## config.mk

```make
export PLATFORM = sky130hd
export DESIGN_NAME = alu_core
export DESIGN_NICKNAME = d
export VERILOG_FILES = /design/src/common/alu_pkg.sv /design/src/common/alu_if.sv /design/src/verilog/alu_unit.sv /design/src/verilog/alu_core.sv
export SDC_FILE = /design/constraint.sdc
export NUM_CORES = 1
export LEC_CHECK = 0
export BUFFER_PORTS_ARGS = -buffer_cell sky130_fd_sc_hd__buf_2
export CORE_AREA = 3 3 122 124
export DETAILED_ROUTE_END_ITERATION = 10
export DIE_AREA = 0 0 125 127
export MAX_ROUTING_LAYER = met4
export PLACE_DENSITY = 0.71
export SLEW_MARGIN = 20
export SYNTH_ARGS = -nofsm -noshare
export SYNTH_HDL_FRONTEND = slang
export SYNTH_SLANG_ARGS = --single-unit
```

## constraint.sdc

```tcl
create_clock -name clock -period 2.8 [get_ports clock]
set_clock_uncertainty 0.05 [all_clocks]
set_input_delay 0.28 -clock clock [delete_from_list [all_inputs] [get_ports clock]]
set_output_delay 0.28 -clock clock [all_outputs]
set_load 0.01 [all_outputs]
```

## src/common/alu_pkg.sv

```systemverilog
// Purpose: Shared constants and types for the shift/arith/table-fetch datapath slice.
// Assumes: 8-bit data, 15-bit program counter, 16-bit pointers.
// Notes: Operation codes are local to this slice, not an instruction encoding.
package alu_pkg;
   localparam int data_w = 8;
   localparam int pc_w = 15;
   localparam int ptr_w = 16;
   localparam int prog_sel_bit = 15;
   localparam logic [7:0] status_rst = 8'h00;
   localparam logic [7:0] wreg_rst = 8'h00;
   localparam logic [6:0] latch_rst = 7'h00;
   localparam logic [15:0] ptr_rst = 16'h0000;
   localparam logic [14:0] pc_rst = 15'h0000;
   localparam int prog_read_cycles = 2;
   localparam int data_read_cycles = 1;
   localparam int call_by_accumulator_op_cycles = 2;
   localparam int return_with_literal_op_cycles = 2;
   localparam int brw_cycles = 2;
   localparam int table_lookup_cycles = call_by_accumulator_op_cycles + 2 + return_with_literal_op_cycles;

   typedef enum logic [3:0] {
      op_nop = 4'h0,
      add_with_carry_op = 4'h1,
      subtract_with_borrow_op = 4'h2,
      arith_shift_right_op = 4'h3,
      logic_shift_right_op = 4'h4,
      logic_shift_left_op = 4'h5,
      indirect_load_op = 4'h6,
      branch_by_accumulator_op = 4'h7,
      call_by_accumulator_op = 4'h8,
      return_with_literal_op = 4'h9
   } op_t;

   // The left alias shares the plain left shift encoding.
   localparam op_t arith_shift_left_alias = logic_shift_left_op;

   typedef enum logic [1:0] {
      st_idle = 2'b00,
      st_wait = 2'b01
   } state_t;
endpackage

```

## src/common/alu_if.sv

```systemverilog
// Purpose: Carrier between the datapath top and its arithmetic unit.
// Assumes: Single clock domain, purely combinational unit.
// Notes: None.
`timescale 1ns/1ps
`default_nettype none
interface alu_if;
   import alu_pkg::*;
   op_t op;
   logic [7:0] a;
   logic [7:0] b;
   logic c_in;
   logic [7:0] y;
   logic c_out;
   logic dc_out;
   logic z_out;
   modport top (output op, output a, output b, output c_in,
                input y, input c_out, input dc_out, input z_out);
   modport unit (input op, input a, input b, input c_in,
                 output y, output c_out, output dc_out, output z_out);
endinterface
`default_nettype wire

```

## src/verilog/alu_unit.sv

```systemverilog
// Purpose: Combinational add/subtract/shift unit with carry, digit carry and zero.
// Assumes: Operand a is the file register, b is the working register.
// Notes: Carry follows the no-borrow convention for subtraction.
`timescale 1ns/1ps
`default_nettype none
module alu_unit
   import alu_pkg::*;
(
   alu_if.unit u
);
   logic [8:0] sum;
   logic [4:0] nib;
   always_comb begin
      sum = 9'h000;
      nib = 5'h00;
      u.y = u.a;
      u.c_out = u.c_in;
      u.dc_out = 1'b0;
      case (u.op)
         add_with_carry_op: begin
            sum = {1'b0, u.a} + {1'b0, u.b} + {8'h00, u.c_in};
            nib = {1'b0, u.a[3:0]} + {1'b0, u.b[3:0]} + {4'h0, u.c_in};
            u.y = sum[7:0];
            u.c_out = sum[8];
            u.dc_out = nib[4];
         end
         subtract_with_borrow_op: begin
            // Clear carry means a borrow is pending from the lower byte.
            sum = {1'b0, u.a} + {1'b0, ~u.b} + {8'h00, u.c_in};
            nib = {1'b0, u.a[3:0]} + {1'b0, ~u.b[3:0]} + {4'h0, u.c_in};
            u.y = sum[7:0];
            u.c_out = sum[8];
            u.dc_out = nib[4];
         end
         arith_shift_right_op: begin
            u.y = {u.a[7], u.a[7:1]};
            u.c_out = u.a[0];
         end
         logic_shift_right_op: begin
            u.y = {1'b0, u.a[7:1]};
            u.c_out = u.a[0];
         end
         logic_shift_left_op: begin
            u.y = {u.a[6:0], 1'b0};
            u.c_out = u.a[7];
         end
         default: begin
            u.y = u.a;
            u.c_out = u.c_in;
         end
      endcase
      u.z_out = (u.y == 8'h00);
   end
endmodule
`default_nettype wire

```

## src/verilog/alu_core.sv

```systemverilog
// Purpose: Execution slice for carry arithmetic, shifts, table fetch and table calls.
// Assumes: Decode presents one operation with issue high; the core waits while busy.
// Notes: Stack is a single return slot handed in and out by the surrounding core.
`timescale 1ns/1ps
`default_nettype none
module alu_core
   import alu_pkg::*;
(
   input wire logic clock,
   input wire logic rst_n,
   input wire logic issue,
   input wire op_t op,
   input wire logic [7:0] file_in,
   input wire logic [7:0] literal,
   input wire logic wreg_load,
   input wire logic [7:0] wreg_in,
   input wire logic latch_load,
   input wire logic [6:0] latch_in,
   input wire logic ptr_lo_load,
   input wire logic ptr_hi_load,
   input wire logic [7:0] ptr_byte_in,
   input wire logic [13:0] prog_word,
   input wire logic [7:0] ram_data,
   input wire logic [14:0] stack_top,
   output logic busy,
   output logic done,
   output logic [7:0] result,
   output logic [7:0] wreg,
   output logic carry,
   output logic digit_carry,
   output logic zero,
   output logic [14:0] pc,
   output logic [7:0] pointer0_low_byte,
   output logic [7:0] pointer0_high_byte,
   output logic [14:0] prog_addr,
   output logic [15:0] ram_addr,
   output logic push,
   output logic pop,
   output logic [14:0] push_addr
);
   typedef struct packed {
      state_t st;
      op_t op;
      logic [7:0] wreg;
      logic c;
      logic dc;
      logic z;
      logic [6:0] latch;
      logic [15:0] ptr;
      logic [14:0] pc;
      logic [7:0] res;
      logic done;
      logic push;
      logic pop;
      logic [14:0] push_addr;
   } core_t;

   core_t q;
   core_t d;
   alu_if au();

   alu_unit i_alu_unit (
      .u(au.unit)
   );

   function automatic logic [14:0] pc_plus(input logic [14:0] p, input logic [7:0] off);
      pc_plus = p + {7'h00, off};
   endfunction

   assign au.op = op;
   assign au.a = file_in;
   assign au.b = q.wreg;
   assign au.c_in = q.c;

   always_comb begin
      d = q;
      d.done = 1'b0;
      d.push = 1'b0;
      d.pop = 1'b0;
      if (wreg_load) begin
         d.wreg = wreg_in;
      end
      if (latch_load) begin
         d.latch = latch_in;
      end
      if (ptr_lo_load) begin
         d.ptr[7:0] = ptr_byte_in;
      end
      if (ptr_hi_load) begin
         d.ptr[15:8] = ptr_byte_in;
      end
      case (q.st)
         st_idle: begin
            if (issue) begin
               d.op = op;
               d.pc = pc_plus(q.pc, 8'h01);
               case (op)
                  add_with_carry_op, subtract_with_borrow_op: begin
                     d.res = au.y;
                     d.c = au.c_out;
                     d.dc = au.dc_out;
                     d.z = au.z_out;
                     d.done = 1'b1;
                  end
                  arith_shift_right_op, logic_shift_right_op, logic_shift_left_op: begin
                     d.res = au.y;
                     d.c = au.c_out;
                     d.z = au.z_out;
                     d.done = 1'b1;
                  end
                  indirect_load_op: begin
                     if (q.ptr[prog_sel_bit]) begin
                        d.st = st_wait;
                     end else begin
                        d.wreg = ram_data;
                        d.z = (ram_data == 8'h00);
                        d.done = 1'b1;
                     end
                  end
                  branch_by_accumulator_op, call_by_accumulator_op,
                  return_with_literal_op: begin
                     d.st = st_wait;
                  end
                  default: begin
                     d.done = 1'b1;
                  end
               endcase
            end
         end
         st_wait: begin
            // Second cycle takes the program word for a table fetch, or sets pc for a change of flow, pushing for a call and popping for a return.
            d.st = st_idle;
            d.done = 1'b1;
            case (q.op)
               indirect_load_op: begin
                  d.wreg = prog_word[7:0];
                  d.z = (prog_word[7:0] == 8'h00);
               end
               branch_by_accumulator_op: begin
                  d.pc = pc_plus(q.pc, q.wreg);
               end
               call_by_accumulator_op: begin
                  d.push = 1'b1;
                  d.push_addr = q.pc;
                  d.pc = {q.latch, q.wreg};
               end
               return_with_literal_op: begin
                  d.wreg = literal;
                  d.pop = 1'b1;
                  d.pc = stack_top;
               end
               default: begin
                  d.pc = q.pc;
               end
            endcase
         end
         default: begin
            d.st = st_idle;
         end
      endcase
   end

   always_ff @(posedge clock or negedge rst_n) begin
      if (!rst_n) begin
         q <= '{st: st_idle, op: op_nop, wreg: wreg_rst, c: 1'b0, dc: 1'b0, z: 1'b0,
                latch: latch_rst, ptr: ptr_rst, pc: pc_rst, res: 8'h00, done: 1'b0,
                push: 1'b0, pop: 1'b0, push_addr: pc_rst};
      end else begin
         q <= d;
      end
   end

   assign busy = (q.st != st_idle);
   assign done = q.done;
   assign result = q.res;
   assign wreg = q.wreg;
   assign carry = q.c;
   assign digit_carry = q.dc;
   assign zero = q.z;
   assign pc = q.pc;
   assign pointer0_low_byte = q.ptr[7:0];
   assign pointer0_high_byte = q.ptr[15:8];
   // Program space is word addressed, so the selector bit is dropped.
   assign prog_addr = q.ptr[14:0];
   assign ram_addr = q.ptr;
   assign push = q.push;
   assign pop = q.pop;
   assign push_addr = q.push_addr;
endmodule
`default_nettype wire

```

==> out/results.txt <==
Max_cap viols: 0
Setup TNS: 0 ns
Worst-path clk slew: 0.06 ns
Post-synth EDFFs: 0
Fin. Hold Viols: 0
Initial antenna violation count: 0
WP buf/inv: 2
Max frequency: 367 MHz
Worst slew margin: 45.7%
RR Endpoint: zero
Core area: 13900 sq um
Share of the synthesized area in the top cell type: 32.4%
Routing usage on met1: 30.4%
Ys Warns: 0
Die height: 127 um
Crit-path slowest cell: fa_1
Clock Latency Late Sink: 0.34 ns
Synth top area cells: dfrtp_1, buf_4, mux2_2, ha_1, o21ai_0
GR peak layer: met2
PwrDens: 637 nW/um^2
Global-route wire length before repair: 27.8 mm
1st-pass router iterations: 5
Synthesized area: 6190 sq um
IO Pins: 187
Clk buf depth: 2
WL/cell: 17.6 um
Status: finished, final reports clean
Reg2Reg Setup Slack: 0.08 ns
Minimum clock period: 2.72 ns
CP Cell Sequence: buf_4 > fa_1 > inv_1 > fa_1 > a21o_1 > a21oi_2 > a221o_1 > o21ai_1 > o21ai_1 > o311a_1 > a221oi_2
FFs w/ async S/R, synth: 100%
Met2 GRT Util: 34.1%
GRT Util Overall: 22.3%
WHS: 0.122 ns
Share of layout cells above drive strength 1: 38.4%
RePlAce Congestion: 0.939
Vias in the first global route: 5221
Register area share after synthesis: 32.4%
Synth top cells by count: buf_4, dfrtp_1, nand2_1
R2R Path Start: wreg[0]
Crit start category: flop
Slowest stage delay, CP: 0.40 ns
Final HPWL DP: 13.8 mm
Final setup viols: 0
Top-count cell post-synth: buf_4
CTS Buf Count: 9
Leak: 3.48 nW
Final wirelength: 17.3 mm
Setup CP Type: reg -> reg
CP delay by family, top: compound AO/OA/AOI/OAI gates
Min-delay src: latch_in[6]
CTS sink count: 80
Dominant cell type by area after synthesis: dfrtp_1
Number of I/O port buffers: 180
Cell count after synthesis: 689
Row cnt: 43
Syn_area_per_cell: 8.98 sq um
Synthesized net count: 804
Synth unique cells: 71
Ant. Diodes: 0
Die ar.: 15900 sq um
CTS root buf: clkbuf_16
Hold depth: 2
Die X: 125 um
Worst Reg-to-Reg Cells: 11
Critical Path RT: 2.99 ns
DRT iter0 DRCs: 466
Critical path arrival: 2.92 ns
Worst hold path class: in -> reg
Total grt overflow: 0
Fin crit share: 97.3%
CP endpoint kind: flop
Area delta synth->final: 17.0%
Drt via density: 5.61
H-tree Lvls: 3
#FFs+latches synth: 80
Crit-path max FO: 4
Worst VDD drop: 0.239 mV
Fill cell count: 1315
Max Slew Vio Count: 0
ANT nets after route: 0
NumNets Final: 918
GRT met3 Usage: 3.47%
Worst-margin pin slew: 0.807 ns
Initial Utilization: 44.6%
CTS tree: built
Hold EP: q[63]
Top FF cell, synth: dfrtp_1
Residual DRC count: 0
Vias: 5538
Largest net degree at the start of global routing: 45
[routing by layer]
metal	part of all wire [%]	vias to the layer above	wire (um)
li1	-	2646	-
met1	45	2596	7860
met2	45	279	7860
met3	7.6	17	1320
met4	1.8	0	305
met5	0	-	0
[flip-flops by register name, summed over array words and instances (netlist names)]
name         cells
carry            1
digit_carry      1
done             1
pc              15
pop              1
push             1
push_addr       15
q               12
ram_addr        16
result           8
wreg             8
zero             1
[where the power goes]
part,leakage [nW],total (mW),switching [mW],internal [mW]
registers,1.01,1.55,0.213,1.34
logic,2.32,1.78,0.972,0.809
clock network,0.157,1.28,0.491,0.788
[metrics by stage]
| stage | power [mW] | util, % | instance area, sq um | instances | worst slack [ns] |
|---|---|---|---|---|---|
| 2_1_floorplan | 2.82 | - | 6190 | 689 | 0.142 |
| 3_3_place_gp | 3.28 | 49.4 | 6850 | 971 | -0.163 |
| 3_5_place_dp | 3.31 | 49.4 | 6850 | 971 | -0.214 |
| 4_1_cts | 4.61 | 51.8 | 7190 | 988 | 0.0128 |
| 5_1_grt | 4.91 | 52.2 | 7240 | 988 | -0.0145 |
| 6_report | 4.61 | 52.2 | 7240 | 988 | 0.0767 |
[worst max-delay path by stage]
| stage | from | to | slack (ns) | cells past startpoint |
|---|---|---|---|---|
| final | wreg[0] | zero | 0.08 | 11 |
| after global routing | wreg[0] | zero | -0.01 | 11 |
| after CTS | carry | zero | 0.01 | 10 |
| after detailed placement | file_in[0] | zero | -0.21 | 11 |
| after global placement | file_in[0] | zero | -0.16 | 11 |
| after floorplan | wreg[0] | zero | 0.14 | 10 |
[logic make-up (layout without fill, tap and decap cells)]
family,Yosys count,in the layout,synth area share [%]
AO/OA/AOI/OAI,184,184,20.2
AND/OR/NAND/NOR,167,167,13.6
buffers and inverters,160,279,15.6
flip-flops,80,80,32.4
multiplexers,61,61,10.7
adder cells (fa/ha/maj),28,28,6.27
XOR/XNOR,9,9,1.27
[layout by cell type (no fill, tap or decap), types with 4 or more instances in the layout]
cell type	instances
a21o_1	6
a21oi_1	33
a221o_1	5
a222oi_1	9
a31oi_1	4
and3_1	4
buf_2	179
buf_4	53
clkbuf_16	9
dfrtp_1	80
ha_1	23
inv_1	28
mux2_2	41
mux2i_1	20
nand2_1	55
nand2b_1	6
nand3_1	15
nand3b_1	4
nand4_1	7
nor2_1	31
nor2b_1	6
nor3_1	10
nor4_1	7
o211ai_1	18
o21a_1	4
o21ai_0	50
o21ai_1	4
o21bai_1	4
o221ai_1	4
xnor2_1	7
[cell type report]
cell class              count  area [sq um]  share of cell area, %
clock buffers              10           229                   3.16
clock inverters             6          91.3                   1.26
inverters                  30           113                   1.55
multi-input cells         449          3280                   45.3
flip-flops and latches     80          2000                   27.6
well taps                 180           225                   3.11
repair buffers            233          1300                   18.0
[timing repair]
| action | in CTS | in global routing |
|---|---|---|
| setup endpoints to repair | 2 | 4 |
| endpoints found under the hold margin | 42 | 0 |
| gates resized for setup | 3 | 15 |
| pin swaps | 0 | 3 |
| hold buffers | 1 | 0 |
| setup buffers | 0 | 0 |
Power figures use the tool's default switching activity.
